<file path="src/rpx_pkg.sv">
// constants and carrier types for the rgb pixel chain receiver
`default_nettype none
package rpx_pkg;
   localparam int CLK_MHZ = 100;
   // times in ns, dimming rate in Hz
   localparam int ZERO_HIGH_TIME_NS  = 320;
   localparam int ONE_HIGH_TIME_NS   = 640;
   localparam int ZERO_HIGH_MAX_NS   = 400;
   localparam int ONE_HIGH_MIN_NS    = 620;
   localparam int RESET_LOW_NS       = 80000;
   localparam int DIMMING_RATE_HZ    = 1200;
   // threshold sits midway between the zero max and the one min
   localparam int BIT_SPLIT_CYC  = (ZERO_HIGH_MAX_NS + ONE_HIGH_MIN_NS) * CLK_MHZ / 2000;
   localparam int ZERO_HIGH_CYC  = ZERO_HIGH_TIME_NS * CLK_MHZ / 1000;
   localparam int ONE_HIGH_CYC   = ONE_HIGH_TIME_NS * CLK_MHZ / 1000;
   localparam int RESET_LOW_CYC  = (RESET_LOW_NS * CLK_MHZ + 999) / 1000 + 1;
   localparam int PWM_STEP_CYC   = (CLK_MHZ * 1000000) / (DIMMING_RATE_HZ * 256);
   localparam int SYM_CYC        = 125;
   localparam int WORD_BITS      = 24;
   localparam int CNT_W          = 14;
   localparam logic [23:0] COLOUR_RST = 24'h000000;

   typedef struct packed {
      logic [7:0] green;
      logic [7:0] red;
      logic [7:0] blue;
   } rpx_colour_type;

   typedef enum logic [1:0] {
      RX_IDLE = 2'b00,
      RX_HIGH = 2'b01,
      RX_LOW  = 2'b11
   } rpx_rx_type;
endpackage : rpx_pkg
`default_nettype wire

</file>
<file path="src/rpx_pixel.sv">
// pixel receiver, forwarder and pwm driver
`default_nettype none
module rpx_pixel (
   // clock and reset
   input  wire logic CLK,
   input  wire logic RESETN,
   input  wire logic CLK_EN,
   // serial data
   input  wire logic DATA_IN,
   input  wire logic BACKUP_DATA_IN,
   output logic      DATA_OUT,
   // emitters
   output logic      PWM_GREEN,
   output logic      PWM_RED,
   output logic      PWM_BLUE
);
   // input synchronisers
   logic [1:0] din_sync_q;
   logic [1:0] bin_sync_q;
   always_ff @(posedge CLK or negedge RESETN) begin
      if (!RESETN) begin
         din_sync_q <= 2'h0;
         bin_sync_q <= 2'h0;
      end else if (CLK_EN) begin
         din_sync_q <= {din_sync_q[0], DATA_IN};
         bin_sync_q <= {bin_sync_q[0], BACKUP_DATA_IN};
      end
   end

   // either line carries the stream; a dead upstream pixel holds its output low
   logic line;
   assign line = din_sync_q[1] | bin_sync_q[1];

   // symbol receiver
   rpx_pkg::rpx_rx_type        state_q;
   logic [rpx_pkg::CNT_W-1:0]  cnt_q;
   logic [4:0]                 nbits_q;
   logic [23:0]                shift_q;
   logic                       sym_valid;
   logic                       sym_bit;
   logic                       reset_code;
   logic                       in_frame_q;

   assign sym_valid  = (state_q == rpx_pkg::RX_HIGH) && !line;
   assign sym_bit    = cnt_q >= rpx_pkg::CNT_W'(rpx_pkg::BIT_SPLIT_CYC);
   assign reset_code = (state_q == rpx_pkg::RX_LOW) && !line
                       && cnt_q == rpx_pkg::CNT_W'(rpx_pkg::RESET_LOW_CYC);

   always_ff @(posedge CLK or negedge RESETN) begin
      if (!RESETN) begin
         state_q <= rpx_pkg::RX_IDLE;
         cnt_q   <= '0;
      end else if (CLK_EN) begin
         case (state_q)
            rpx_pkg::RX_IDLE: begin
               cnt_q <= '0;
               if (line) begin
                  state_q <= rpx_pkg::RX_HIGH;
                  cnt_q   <= rpx_pkg::CNT_W'(1);
               end
            end
            rpx_pkg::RX_HIGH: begin
               if (line) begin
                  if (cnt_q != '1) cnt_q <= cnt_q + rpx_pkg::CNT_W'(1);
               end else begin
                  state_q <= rpx_pkg::RX_LOW;
                  cnt_q   <= rpx_pkg::CNT_W'(1);
               end
            end
            rpx_pkg::RX_LOW: begin
               if (line) begin
                  state_q <= rpx_pkg::RX_HIGH;
                  cnt_q   <= rpx_pkg::CNT_W'(1);
               end else if (reset_code) begin
                  state_q <= rpx_pkg::RX_IDLE;
                  cnt_q   <= '0;
               end else begin
                  cnt_q <= cnt_q + rpx_pkg::CNT_W'(1);
               end
            end
            default: begin
               state_q <= rpx_pkg::RX_IDLE;
               cnt_q   <= '0;
            end
         endcase
      end
   end

   // word capture: first 24 bits stay here
   always_ff @(posedge CLK or negedge RESETN) begin
      if (!RESETN) begin
         nbits_q    <= '0;
         shift_q    <= rpx_pkg::COLOUR_RST;
         in_frame_q <= 1'b0;
      end else if (CLK_EN) begin
         if (reset_code) begin
            nbits_q    <= '0;
            in_frame_q <= 1'b0;
         end else if (sym_valid) begin
            in_frame_q <= 1'b1;
            if (nbits_q != 5'(rpx_pkg::WORD_BITS)) begin
               shift_q <= {shift_q[22:0], sym_bit};
               nbits_q <= nbits_q + 5'h01;
            end
         end
      end
   end

   // latch into pwm only at the reset code so the whole chain changes together
   rpx_pkg::rpx_colour_type duty_q;
   always_ff @(posedge CLK or negedge RESETN) begin
      if (!RESETN) begin
         duty_q <= rpx_pkg::COLOUR_RST;
      end else if (CLK_EN && reset_code && nbits_q == 5'(rpx_pkg::WORD_BITS)) begin
         duty_q <= shift_q;
      end
   end

   // two-entry buffer of bits to forward; the regenerator is the drain
   logic [1:0] fifo_data_q;
   logic [1:0] fifo_cnt_q;
   logic       fifo_wr_ptr_q;
   logic       fifo_rd_ptr_q;
   logic       push_valid;
   logic       push_ready;
   logic       pop_valid;
   logic       pop_ready;
   assign push_valid = sym_valid && nbits_q == 5'(rpx_pkg::WORD_BITS);
   assign push_ready = fifo_cnt_q != 2'h2;
   assign pop_valid  = fifo_cnt_q != 2'h0;

   always_ff @(posedge CLK or negedge RESETN) begin
      if (!RESETN) begin
         fifo_data_q   <= 2'h0;
         fifo_cnt_q    <= 2'h0;
         fifo_wr_ptr_q <= 1'b0;
         fifo_rd_ptr_q <= 1'b0;
      end else if (CLK_EN) begin
         if (push_valid && push_ready) begin
            fifo_data_q[fifo_wr_ptr_q] <= sym_bit;
            fifo_wr_ptr_q              <= ~fifo_wr_ptr_q;
         end
         if (pop_valid && pop_ready) fifo_rd_ptr_q <= ~fifo_rd_ptr_q;
         fifo_cnt_q <= fifo_cnt_q + 2'(push_valid && push_ready)
                       - 2'(pop_valid && pop_ready);
      end
   end

   // regenerate clean symbols at the nominal timing
   logic [7:0] tx_cnt_q;
   logic       tx_bit_q;
   logic       tx_busy_q;
   assign pop_ready = !tx_busy_q;
   always_ff @(posedge CLK or negedge RESETN) begin
      if (!RESETN) begin
         tx_cnt_q  <= 8'h00;
         tx_bit_q  <= 1'b0;
         tx_busy_q <= 1'b0;
         DATA_OUT  <= 1'b0;
      end else if (CLK_EN) begin
         if (!tx_busy_q) begin
            DATA_OUT <= 1'b0;
            if (pop_valid) begin
               tx_busy_q <= 1'b1;
               tx_bit_q  <= fifo_data_q[fifo_rd_ptr_q];
               tx_cnt_q  <= 8'h00;
               DATA_OUT  <= 1'b1;
            end
         end else begin
            tx_cnt_q <= tx_cnt_q + 8'h01;
            DATA_OUT <= tx_bit_q ? (tx_cnt_q < 8'(rpx_pkg::ONE_HIGH_CYC - 1))
                                 : (tx_cnt_q < 8'(rpx_pkg::ZERO_HIGH_CYC - 1));
            if (tx_cnt_q == 8'(rpx_pkg::SYM_CYC - 2)) tx_busy_q <= 1'b0;
         end
      end
   end

   // pwm: 256 steps, period near 1.2 kHz
   logic [8:0] pre_q;
   logic [7:0] phase_q;
   always_ff @(posedge CLK or negedge RESETN) begin
      if (!RESETN) begin
         pre_q   <= 9'h000;
         phase_q <= 8'h00;
      end else if (CLK_EN) begin
         if (pre_q == 9'(rpx_pkg::PWM_STEP_CYC - 1)) begin
            pre_q   <= 9'h000;
            phase_q <= phase_q + 8'h01;
         end else begin
            pre_q <= pre_q + 9'h001;
         end
      end
   end

   always_ff @(posedge CLK or negedge RESETN) begin
      if (!RESETN) begin
         PWM_GREEN <= 1'b0;
         PWM_RED   <= 1'b0;
         PWM_BLUE  <= 1'b0;
      end else if (CLK_EN) begin
         PWM_GREEN <= phase_q < duty_q.green;
         PWM_RED   <= phase_q < duty_q.red;
         PWM_BLUE  <= phase_q < duty_q.blue;
      end
   end

   // pulse width and rise spacing of the regenerated stream, watched by the checks below
   logic [7:0] out_hi_q;
   logic [7:0] out_gap_q;
   logic       out_prev_q;
   always_ff @(posedge CLK or negedge RESETN) begin
      if (!RESETN) begin
         out_hi_q   <= 8'h00;
         out_gap_q  <= 8'hff;
         out_prev_q <= 1'b0;
      end else if (CLK_EN) begin
         out_prev_q <= DATA_OUT;
         if (!DATA_OUT) out_hi_q <= 8'h00;
         else if (out_hi_q != 8'hff) out_hi_q <= out_hi_q + 8'h01;
         if (DATA_OUT && !out_prev_q) out_gap_q <= 8'h01;
         else if (out_gap_q != 8'hff) out_gap_q <= out_gap_q + 8'h01;
      end
   end

   // checks
   a_reset_latch: assert property (@(posedge CLK) disable iff (!RESETN)
      (CLK_EN && reset_code && nbits_q == 5'(rpx_pkg::WORD_BITS)) |=> duty_q == $past(shift_q))
      else $error("duty not loaded at reset code");
   a_duty_hold: assert property (@(posedge CLK) disable iff (!RESETN)
      !(CLK_EN && reset_code) |=> $stable(duty_q))
      else $error("duty changed outside reset code");
   a_word_limit: assert property (@(posedge CLK) disable iff (!RESETN)
      nbits_q <= 5'(rpx_pkg::WORD_BITS))
      else $error("bit count beyond word");
   a_fwd_only_after: assert property (@(posedge CLK) disable iff (!RESETN)
      (CLK_EN && sym_valid && nbits_q != 5'(rpx_pkg::WORD_BITS))
      |=> fifo_cnt_q <= $past(fifo_cnt_q))
      else $error("kept bit was forwarded");
   a_shift_bit: assert property (@(posedge CLK) disable iff (!RESETN)
      (CLK_EN && sym_valid && nbits_q < 5'(rpx_pkg::WORD_BITS))
      |=> shift_q[0] == $past(sym_bit))
      else $error("bit not shifted in at lsb");
   a_reset_clears: assert property (@(posedge CLK) disable iff (!RESETN)
      (CLK_EN && reset_code) |=> nbits_q == 5'h00 && state_q == rpx_pkg::RX_IDLE)
      else $error("reset code did not end frame");
   a_fifo_bound: assert property (@(posedge CLK) disable iff (!RESETN)
      fifo_cnt_q <= 2'h2)
      else $error("buffer overflow");
   a_tx_high_one: assert property (@(posedge CLK) disable iff (!RESETN)
      (CLK_EN && tx_busy_q && tx_bit_q && tx_cnt_q == 8'h46) |=> !DATA_OUT)
      else $error("one high too long");
   a_pwm_green: assert property (@(posedge CLK) disable iff (!RESETN)
      (CLK_EN && duty_q.green == 8'h00) |=> !PWM_GREEN)
      else $error("green lit at zero duty");

   // receiver and decode checks
   a_zero_decode: assert property (@(posedge CLK) disable iff (!RESETN)
      (CLK_EN && sym_valid && cnt_q <= rpx_pkg::CNT_W'(rpx_pkg::ZERO_HIGH_MAX_NS
       * rpx_pkg::CLK_MHZ / 1000)) |-> !sym_bit)
      else $error("short high not decoded as zero");
   a_one_decode: assert property (@(posedge CLK) disable iff (!RESETN)
      (CLK_EN && sym_valid && cnt_q >= rpx_pkg::CNT_W'(rpx_pkg::ONE_HIGH_MIN_NS
       * rpx_pkg::CLK_MHZ / 1000)) |-> sym_bit)
      else $error("long high not decoded as one");
   a_reset_threshold: assert property (@(posedge CLK) disable iff (!RESETN)
      (CLK_EN && state_q == rpx_pkg::RX_LOW
       && cnt_q < rpx_pkg::CNT_W'(rpx_pkg::RESET_LOW_CYC)) |=> state_q != rpx_pkg::RX_IDLE)
      else $error("frame ended before reset low time");
   a_backup_start: assert property (@(posedge CLK) disable iff (!RESETN)
      (CLK_EN && state_q == rpx_pkg::RX_IDLE && bin_sync_q[1])
      |=> state_q == rpx_pkg::RX_HIGH)
      else $error("backup line did not start a symbol");
   a_duty_short: assert property (@(posedge CLK) disable iff (!RESETN)
      (CLK_EN && reset_code && nbits_q != 5'(rpx_pkg::WORD_BITS)) |=> $stable(duty_q))
      else $error("short frame changed duty");

   // forwarding, pwm and enable checks
   a_fwd_width: assert property (@(posedge CLK) disable iff (!RESETN)
      (CLK_EN && !DATA_OUT && out_hi_q != 8'h00)
      |-> (out_hi_q == 8'(rpx_pkg::ONE_HIGH_CYC) || out_hi_q == 8'(rpx_pkg::ZERO_HIGH_CYC)))
      else $error("regenerated high width wrong");
   a_regen_gap: assert property (@(posedge CLK) disable iff (!RESETN)
      (CLK_EN && DATA_OUT && !out_prev_q)
      |-> out_gap_q >= 8'(rpx_pkg::SYM_CYC))
      else $error("regenerated symbols too close");
   a_pwm_red: assert property (@(posedge CLK) disable iff (!RESETN)
      (CLK_EN && duty_q.red == 8'h00) |=> !PWM_RED)
      else $error("red lit at zero duty");
   a_pwm_blue: assert property (@(posedge CLK) disable iff (!RESETN)
      (CLK_EN && duty_q.blue == 8'h00) |=> !PWM_BLUE)
      else $error("blue lit at zero duty");
   a_enable_freeze: assert property (@(posedge CLK) disable iff (!RESETN)
      !CLK_EN |=> $stable(state_q) && $stable(cnt_q) && $stable(duty_q) && $stable(phase_q)
                  && $stable(DATA_OUT) && $stable(PWM_GREEN) && $stable(nbits_q))
      else $error("state moved while clock enable low");

   // main scenarios
   c_frame_end: cover property (@(posedge CLK) disable iff (!RESETN)
      reset_code && nbits_q == 5'(rpx_pkg::WORD_BITS));
   c_forward: cover property (@(posedge CLK) disable iff (!RESETN)
      push_valid && push_ready);
   c_buffer_full: cover property (@(posedge CLK) disable iff (!RESETN)
      fifo_cnt_q == 2'h2);
   c_short_frame: cover property (@(posedge CLK) disable iff (!RESETN)
      reset_code && in_frame_q && nbits_q != 5'(rpx_pkg::WORD_BITS));
   c_backup_start: cover property (@(posedge CLK) disable iff (!RESETN)
      state_q == rpx_pkg::RX_IDLE && bin_sync_q[1] && !din_sync_q[1]);
endmodule : rpx_pixel
`default_nettype wire

</file>
<file path="config.mk">
export PLATFORM = sky130hd
export DESIGN_NAME = rpx_pixel
export DESIGN_NICKNAME = d
export VERILOG_FILES = /design/src/rpx_pkg.sv /design/src/rpx_pixel.sv
export SDC_FILE = /design/constraint.sdc
export NUM_CORES = 1
export LEC_CHECK = 0
export ABC_CLOCK_PERIOD_IN_PS = 3000
export BUFFER_PORTS_ARGS = -buffer_cell sky130_fd_sc_hd__buf_2
export CORE_MARGIN = 2
export CORE_UTILIZATION = 25
export DETAILED_ROUTE_END_ITERATION = 16
export GPL_ROUTABILITY_DRIVEN = 0
export HOLD_SLACK_MARGIN = 0.03
export SLEW_MARGIN = 20
export SYNTH_ARGS = -nofsm -noshare
export SYNTH_HDL_FRONTEND = slang
export SYNTH_SLANG_ARGS = --single-unit
</file>
<file path="constraint.sdc">
create_clock -name CLK -period 3 [get_ports CLK]
set_clock_uncertainty 0.1 [all_clocks]
set_input_delay 0.3 -clock CLK [delete_from_list [all_inputs] [get_ports CLK]]
set_output_delay 0.3 -clock CLK [all_outputs]
set_load 0.01 [all_outputs]
</file>
==> run metrics, run 1 <==
syn nets=571; Final setup viols=0; wire length of the first global-routing pass=18900 µm; mean post-synth cell area=10.5 µm²; largest net degree at the start of global routing=between 40 and 50; Seq/Total Area, Yosys=0.491; Post-Place Cells=slightly above 800; number of enable flip-flop cells after synthesis=0; Layout Area Growth over Synthesis=12.8%; Final WS setup=0.316 ns; delay-heaviest family, CP=simple AND/OR/NAND/NOR gates; Setup crit start kind=flip-flop; RSZ-0062 raised after global routing=false; WP data arrival=2.82 ns; Worst-path clk slew=0.07 ns; # port buffers=8; static leakage power=2.98 nW; unique cell type count in the Yosys netlist=between 50 and 60; post-synth top area cell=dfrtp_1; via count of the first global-routing pass=3746; via/cell ratio=between 4 and 5; Die Ht=154 µm; Post-DRT Antenna Nets=0; drt initial violations=215; critical path, cell by cell=ha_1 -> or4bb_1 -> nor4_4 -> nand3b_4 -> mux2_4; # DRC=0; status=finished clean; Slew @ Worst Pin=0.705 ns; CTS Buffer Depth=2; Max-Cap Viols=0; post-CTS setup buffer count=0; Crit path buffers/inverters=0; CTS Buf Count=9; I/O pin total=9; fmax=373 MHz; die area=0.0236 mm²; CORE AREA=roughly 0.022 mm²; Setup TNS=0 ns; Final Max Tran Viols=0; Synth Instances=between 500 and 600; total power=3.84 mW; post-DP HPWL=7130 µm; Num Clock Sinks=110; diode count=0; Initial Util=0.256; nets=~580; top cells by area, synth=dfrtp_1 49%, ha_1 6.9%, nand2_1 6.4%, mux2_4 5.4%, mux2_2 2.6%; crit path capture type=flip-flop; Hold WS=0.0737 ns; crit path time final=2.68 ns; crit-path max cell delay=approximately 0.53 ns; top cell type's share of synthesized area=0.491; ys flop type=dfrtp_1; crit-path max FO=24; DRT Wirelength=10700 µm; VDD IR max=0.294 mV; initial antenna violation count=0; commonest cells after routing, fill and taps aside=110 x dfrtp_1, 96 x nand2_1, 36 x inv_1; FP Rows=54; Syn Std Cell Area=approximately 0.0056 mm²; final hold vios=0; Die W=about 150 µm; H-Tree Depth=3; min-delay worst type=in2reg; Cell Pwr Density=608 mW/mm²; via count=3808; gr usage total=0.0967; final std cells w/o fill=about 830; TritonCTS clock tree=built; Setup CP Type=reg2reg; clock latency at the later pin of the worst-skew pair=0.36 ns; Yosys reg bits=110; period utilization=0.895; fraction of registers with async set/reset=1.00; slowest cell on the critical path=or4bb_1; Worst slew margin=0.530; Ys Warns=0; Root Buffer=clkbuf_16; layout cells sized above 1=0.134; grt total ovfl=0; pre-CTS worst setup slack=slightly above 0.3 ns; drt pass-1 iters=4; most common cell after layout, fill and taps aside=dfrtp_1; worst endpoint required time=3.14 ns; Avg WL per Cell=12.9 µm
[timing repair]
item | in CTS | in global routing
setup endpoints to repair | 0 | 0
resized for setup | 0 | 0
hold buffers | 1 | 0
hold endpoints to repair | 43 | 0
[stage by stage]
step	util	instance area, µm²
detailed placement	0.274	5990
global placement	0.274	5990
CTS	0.289	6320
global route	0.289	6320
finish	0.289	6320
floorplan	-	5600
[sequential cells by signal, indices dropped and copies added, names as in the netlist]
| register | count |
|---|---|
| tx_bit_q | 1 |
| PWM_RED | 1 |
| DATA_OUT | 1 |
| pre_q | 9 |
| tx_cnt_q | 8 |
| cnt_q | 14 |
| PWM_BLUE | 1 |
| fifo_wr_ptr_q | 1 |
| fifo_rd_ptr_q | 1 |
| fifo_cnt_q | 2 |
| bin_sync_q | 2 |
| duty_q | 24 |
| state_q | 2 |
| tx_busy_q | 1 |
| fifo_data_q | 2 |
| din_sync_q | 2 |
| shift_q | 24 |
| PWM_GREEN | 1 |
| nbits_q | 5 |
| phase_q | 8 |
[power breakdown]
part	leakage (nW)	switching (mW)	total (mW)	internal (mW)
combinational	1.35	0.387	0.670	0.283
clock	0.155	0.592	1.27	0.675
sequential	1.48	0.225	1.90	1.68
total	2.98	1.20	3.84	2.64
[layer usage]
| metal | global-route usage | share of wire |
|---|---|---|
| met1 | 0.136 | 0.51 |
| met2 | 0.148 | 0.45 |
| met3 | 0.0276 | 0.030 |
| met4 | 0.0236 | 0.0090 |
| met5 | 0 | 0 |
[cell families (layout without fill, tap and decap cells)]
logic type                 count (synthesis)  in the layout  synth area share
buffers and inverters                     51             69            0.0375
xor gates and xnor gates                  27             27            0.0422
muxes                                     34             34            0.0815
DFF                                      110            110             0.491
AOI/OAI and AO/OA                         84             84            0.0978
adders and majority gates                 32             32            0.0710
and+or+nand+nor                          197            197             0.178
[final timing paths]
path / start / endpoint / slack [ns] / cells past startpoint
min in group asynchronous: RESETN / tx_bit_q / 0.40 / 2
min reg2reg: nbits_q[4] / nbits_q[4] / 0.39 / 1
max in group asynchronous: RESETN / cnt_q[2] / 1.67 / 3
min: DATA_IN / din_sync_q[0] / 0.07 / 2
max reg2reg: cnt_q[0] / duty_q[10] / 0.32 / 5
max: cnt_q[0] / duty_q[10] / 0.32 / 5
[synthesized netlist by cell type, types with 3 or more instances]
master    instances
nand2b_1          8
mux2_4           20
a21oi_1          22
and4_1            4
nor4_1            4
inv_1            36
xnor2_1          15
and3_1            7
a32o_1            3
nor2_1           19
nand4_1          12
xor2_1           12
ha_1             31
nand3_1          18
nor3_1            8
nand2_1          96
o21ai_0          24
mux2_2           13
clkbuf_1         12
dfrtp_1         110
a21o_1           11
or3_1             4
o211ai_1          4
[cell type report]
class,count,area (µm²)
clock buffer,10,229
clock inverter,6,88.8
fill,2312,15600
inverter,36,135
multi-input combinational,374,2640
sequential,110,2750
tap,280,350
timing repair buffer,17,125
[worst register-to-register path: cells and delay by family, from the launching register on]
kind	cells	cell delay, ns
mux	1	0.47
fa+ha+maj	1	0.19
simple gates	3	1.35
flops	1	0.46
(Power assumes the default switching activity.)
==> inputs of run 2 (changes only) <==
--- a/config.mk
+++ b/config.mk
@@ -5,7 +5,7 @@
 export SDC_FILE = /design/constraint.sdc
 export NUM_CORES = 1
 export LEC_CHECK = 0
-export ABC_CLOCK_PERIOD_IN_PS = 3000
+export ABC_CLOCK_PERIOD_IN_PS = 2400
 export BUFFER_PORTS_ARGS = -buffer_cell sky130_fd_sc_hd__buf_2
 export CORE_MARGIN = 2
 export CORE_UTILIZATION = 25
==> constraint.sdc (replaced) <==
create_clock -name CLK -period 2.4 [get_ports CLK]
set_clock_uncertainty 0.1 [all_clocks]
set_input_delay 0.24 -clock CLK [delete_from_list [all_inputs] [get_ports CLK]]
set_output_delay 0.24 -clock CLK [all_outputs]
set_load 0.01 [all_outputs]
==> run metrics, run 2 (same netlist as run 1, synthesis figures left out) <==
crit-path max FO=24 (unchanged); total power=4.94 mW (+29%); Cell Pwr Density=759 mW/mm² (+25%); crit path capture type=flip-flop; Final Max Tran Viols=0 (unchanged); CTS Buf Count=9 (unchanged); multi-input combinational cell area=0.00266 mm² (+0.76%); via count of the first global-routing pass=3854 (+2.9%); slowest cell on the critical path=or4bb_4; critical path, cell by cell=inv_1 -> ha_1 -> or4bb_4 -> nor4_4 -> nand3b_4 -> buf_12 -> mux2_4; gr usage total=0.0997 (+0.00293); I/O pin total=9 (unchanged); Die Ht=154 µm (unchanged); Root Buffer=clkbuf_16; fmax=433 MHz (+16%); Worst Reg-to-Reg Cells=7 (+2); Num Clock Sinks=110 (unchanged); post-DP HPWL=7610 µm (+6.8%); Hold Crit Depth=3 (+1); VDD IR max=0.402 mV (+37%); hold wc startpoint=CLK_EN; via count=3856 (+1.3%); worst r2r src=cnt_q[1]; drt pass-1 iters=4 (unchanged); Worst slew margin=0.544 (+0.0142); commonest cells after routing, fill and taps aside=110 x dfrtp_1, 96 x nand2_1, 36 x inv_1; met3 Resource Use GR=0.0268 (-0.000846); Setup CP Type=reg2reg; crit-path max cell delay=0.54 ns (about the same); grt total ovfl=0 (unchanged); final hold vios=0 (unchanged); H-Tree Depth=3 (unchanged); M1 GR Usage=0.137 (+0.00122); clock latency at the later pin of the worst-skew pair=0.37 ns (about the same); # DRC=0 (unchanged); worst endpoint required time=2.55 ns (-0.59 ns); via/cell ratio=4.52 (-1.1%); min-delay worst type=in2reg; drt initial violations=231 (+7.4%); Post-DRT Antenna Nets=0 (unchanged); die area=0.0236 mm² (unchanged); Setup crit start kind=flip-flop; CTS Buffer Depth=2 (unchanged); status=finished clean; wire length of the first global-routing pass=19300 µm (+2.3%); Initial Util=0.256 (unchanged); nets=604 (+3.4%); initial antenna violation count=0 (unchanged); Hold EP=state_q[0]; CORE AREA=0.0219 mm² (unchanged); GR peak layer=met2; Reg-to-Reg End=duty_q[14]; Slew @ Worst Pin=0.678 ns (-0.0270 ns); Reg2Reg Setup Slack=0.09 ns (-0.22 ns); Hold WS=0.190 ns (+0.116 ns); Avg WL per Cell=13.0 µm (+1.1%); FP Rows=54 (unchanged); TritonCTS clock tree=built; Max-Cap Viols=0 (unchanged); Die W=154 µm (unchanged); DRT Wirelength=11100 µm (+3.6%); # port buffers=8 (unchanged); period utilization=0.962 (+0.0669); WP data arrival=2.45 ns (-0.37 ns); Final setup viols=0 (unchanged); static leakage power=3.08 nW (+3.5%); delay-heaviest family, CP=simple AND/OR/NAND/NOR gates; most common cell after layout, fill and taps aside=dfrtp_1; diode count=0 (unchanged); Layout Area Growth over Synthesis=16.1%; crit path time final=2.31 ns (-0.376 ns); biggest regs=duty_q: 24 flops, shift_q: 24 flops, cnt_q: 14 flops; largest net degree at the start of global routing=43 (-6.5%); Crit path buffers/inverters=2 (+2); Worst-path clk slew=0.07 ns (about the same); layout cells sized above 1=0.168 (+0.0337); GRT met2 Usage=0.153 (+0.00508); # fillers=2312 (unchanged); Reg area=0.00275 mm² (unchanged)
## run 2: area by class of cell
cell class	instances	share of cell area
multi-input cells	374	0.409
repair buffers	37	0.0450
flip-flops and latches	110	0.423
inverters	36	0.0208
well taps	280	0.0538
clock inverters	7	0.0140
clock buffers	9	0.0346
## run 2: repair_timing
action / 4_1_cts / 5_1_grt
endpoints found under the setup margin: 0 / 9
gates resized for setup: 0 / 5
setup buffers: 0 / 2
endpoints found under the hold margin: 27 / 0
hold buffers: 3 / 0
## run 2: report_power, final
part	total, mW	internal [mW]	switching [mW]	leakage [nW]
combinational	0.967	0.439	0.528	1.45
clock	1.61	0.839	0.773	0.157
sequential	2.36	2.10	0.263	1.48
total	4.94	3.38	1.56	3.08
## run 2: metal layers
metal  share of wire  vias to the layer above  routed length (µm)
met4           0.016                        0                 180
met2            0.45                       30                4960
met5               0                        -                   0
met1            0.51                     1879                5670
met3           0.028                       14                 316
li1                -                     1933                   -
## run 2: worst max-delay path by stage
stage                         from          to  depth (start not counted)
after floorplan           cnt_q[1]  duty_q[10]                          7
after global placement    cnt_q[1]  duty_q[19]                          7
after detailed placement  cnt_q[1]  duty_q[17]                          7
after CTS                 cnt_q[1]    cnt_q[4]                          7
after global routing      cnt_q[1]  duty_q[13]                          7
final                     cnt_q[1]  duty_q[14]                          7
## run 2: worst reg2reg max path, delay by kind of cell (launching register included)
kind | cells | cell delay, ns
AND/OR/NAND/NOR | 3 | 0.95
multiplexers | 1 | 0.32
buffers and inverters | 2 | 0.28
flip-flops | 1 | 0.39
adder cells (fa/ha/maj) | 1 | 0.16
## run 2: per-stage QoR
| stage | setup WS [ns] | std cells | utilization | setup TNS (ns) | cell area, µm² |
|---|---|---|---|---|---|
| 4_1_cts | 0.118 | 851 | 0.296 | 0 | 6470 |
| 6_report | 0.0923 | 853 | 0.297 | 0 | 6510 |
| 3_3_place_gp | 0.155 | 832 | 0.280 | 0 | 6120 |
| 2_1_floorplan | 0.164 | 535 | - | 0 | 5600 |
| 3_5_place_dp | 0.159 | 832 | 0.280 | 0 | 6120 |
| 5_1_grt | -0.00958 | 853 | 0.297 | -0.0285 | 6510 |
==> inputs of run 3 (changes only) <==
--- a/config.mk
+++ b/config.mk
@@ -6,10 +6,10 @@
 export NUM_CORES = 1
 export LEC_CHECK = 0
 export ABC_CLOCK_PERIOD_IN_PS = 2400
-export BUFFER_PORTS_ARGS = -buffer_cell sky130_fd_sc_hd__buf_2
 export CORE_MARGIN = 2
 export CORE_UTILIZATION = 25
 export DETAILED_ROUTE_END_ITERATION = 16
+export DONT_BUFFER_PORTS = 1
 export GPL_ROUTABILITY_DRIVEN = 0
 export HOLD_SLACK_MARGIN = 0.03
 export SLEW_MARGIN = 20
==> run metrics, run 3 (same netlist as run 1, synthesis figures left out) <==
status=complete, but fails checks; violated checks=hold timing; largest net degree at the start of global routing=111 (+160%); met1 WL=5830 µm (+2.8%); worst r2r src=cnt_q[1]; Worst slew margin=0.493 (-0.0513); Setup crit start kind=flip-flop; Post-Place Cells=817 (-1.8%); FP Rows=54 (unchanged); nets=597 (-1.2%); DRT Wirelength=11800 µm (+6.1%); # port buffers=0 (-8); CORE AREA=0.0219 mm² (unchanged); crit path time final=2.34 ns (+0.0300 ns); Reg-to-Reg End=duty_q[14]; TritonCTS clock tree=built; grt total ovfl=0 (unchanged); Layout Area Growth over Synthesis=16.8%; routed wl met3=436 µm (+38%); Comb pwr share=0.191 (-0.005); drt pass-1 iters=4 (unchanged); Die Ht=154 µm (unchanged); Final setup viols=0 (unchanged); Worst-path clk slew=0.08 ns (about the same); post-route cell area=0.00654 mm² (+0.52%); via count of the first global-routing pass=3853 (-0.026%); switch share=0.303 (-0.0139); initial antenna violation count=0 (unchanged); crit-path max FO=6 (-75%); pre-CTS worst setup slack=0.101 ns (-0.0581 ns); multi-input combinational cell area=0.00269 mm² (+1.3%); via count=3872 (+0.41%); WP data arrival=2.48 ns (+0.03 ns); Initial Util=0.256 (unchanged); NetSw=1.48 mW (-5.6%); Avg WL per Cell=14.0 µm (+7.0%); Setup CP Type=reg2reg; Die W=154 µm (unchanged); Worst Reg-to-Reg Cells=8 (+1); Final Max Tran Viols=0 (unchanged); Slew @ Worst Pin=0.755 ns (+0.0763 ns); RSZ-0062 raised after global routing=true; CTS Buffer Depth=2 (unchanged); I/O pin total=9 (unchanged); final std cells w/o fill=846 (-0.82%); Reg area=0.00275 mm² (about the same); static leakage power=3.08 nW (about the same); period utilization=0.974 (+0.0125); post-layout util=0.299 (+0.00154); wire length of the first global-routing pass=19700 µm (+2.1%); Root Buffer=clkbuf_16; Final WS setup=0.0622 ns (-0.0300 ns); drt initial violations=276 (+19%); biggest regs=duty_q: 24 flops, shift_q: 24 flops, cnt_q: 14 flops; DP Area=0.00602 mm² (-1.7%); Num Clock Sinks=110 (unchanged); min-delay worst type=in2async; most common cell after layout, fill and taps aside=dfrtp_1; Internal Power=3.40 mW (+0.77%); # DRC=0 (unchanged); final hold vios=110 (+110); CTS Buf Count=9 (unchanged); Hold WS=-0.529 ns (-0.719 ns); post-DP HPWL=7220 µm (-5.2%); gr usage total=0.104 (+0.00414); commonest cells after routing, fill and taps aside=109 x dfrtp_1, 96 x nand2_1, 35 x inv_1; clock latency at the later pin of the worst-skew pair=0.36 ns (about the same); Worst Setup SP=cnt_q[1]; Clk pwr share=0.324 (-0.002); met2 WL post-DR=5370 µm (+8.2%); hold_buf cts=4 (+1); layout cells sized above 1=0.170 (+0.00207); via/cell ratio=4.58 (+1.2%); # fillers=2310 (-0.087%); total power=4.88 mW (-1.2%); diode count=0 (unchanged); Reg2Reg Setup Slack=0.06 ns (-0.03 ns); H-Tree Depth=3 (unchanged); Cell Pwr Density=746 mW/mm² (-1.8%); Max-Cap Viols=0 (unchanged); worst endpoint required time=2.54 ns (about the same); DR top layer=met4; Setup TNS=0 ns (unchanged); Post-DRT Antenna Nets=0 (unchanged); Seq pwr share=0.486 (+0.008); fmax=428 MHz (-1.3%); VDD IR max=0.354 mV (-12%); crit path capture type=flip-flop; die area=0.0236 mm² (unchanged)
==> run 3: changes by cell type in the layout (fill, tap and decap cells not counted), moves of 2 or more <==
cell,delta
buf_4,-3
clkbuf_16,+2
nor3_2,+2
buf_2,-7
ha_1,-3
nor3_1,-2
clkbuf_8,+2
ha_2,+2
==> run 3: power by group through the flow <==
stage	Sequential (mW)	Combinational, mW	Clock, mW
final	2.37	0.930	1.58
after global routing	2.41	1.08	1.70
after CTS	2.36	0.892	1.62
after detailed placement	2.39	0.863	0
after global placement	2.38	0.839	0
after floorplan	2.33	0.655	0
==> run 3: how the worst max path moves through the flow <==
stage          cells past startpoint       endpoint
2_1_floorplan                      7     duty_q[10]
3_3_place_gp                       8       cnt_q[4]
3_5_place_dp                       8       cnt_q[4]
4_1_cts                            8       cnt_q[3]
5_1_grt                           11  fifo_cnt_q[1]
6_report                           8     duty_q[14]
==> run 3: area by class of cell <==
type / count / area share
repair buffers: 30 / 0.0453
clock inverters: 4 / 0.00823
multi-input cells: 374 / 0.412
well taps: 280 / 0.0536
clock buffers: 12 / 0.0392
inverters: 36 / 0.0207
flip-flops and latches: 110 / 0.421
==> run 3: critical path, stage by stage (launching register included) <==
cell       delay (ns)
dfrtp_1          0.41
inv_2            0.08
ha_4             0.11
or4bb_4          0.46
nor4_4           0.24
buf_4            0.16
nand3b_4         0.14
clkbuf_16        0.22
mux2_4           0.29
==> run 3: routing by layer <==
| layer | vias to the layer above | GRT usage |
|---|---|---|
| li1 | 1916 | - |
| met1 | 1908 | 0.139 |
| met2 | 32 | 0.158 |
| met3 | 16 | 0.0338 |
| met4 | 0 | 0.0358 |
| met5 | - | 0 |
==> run 3: timing repair <==
item,CTS,global route
setup buffers,0,6
endpoints found under the setup margin,0,18
resized for setup,0,12
hold endpoints to repair,133,110
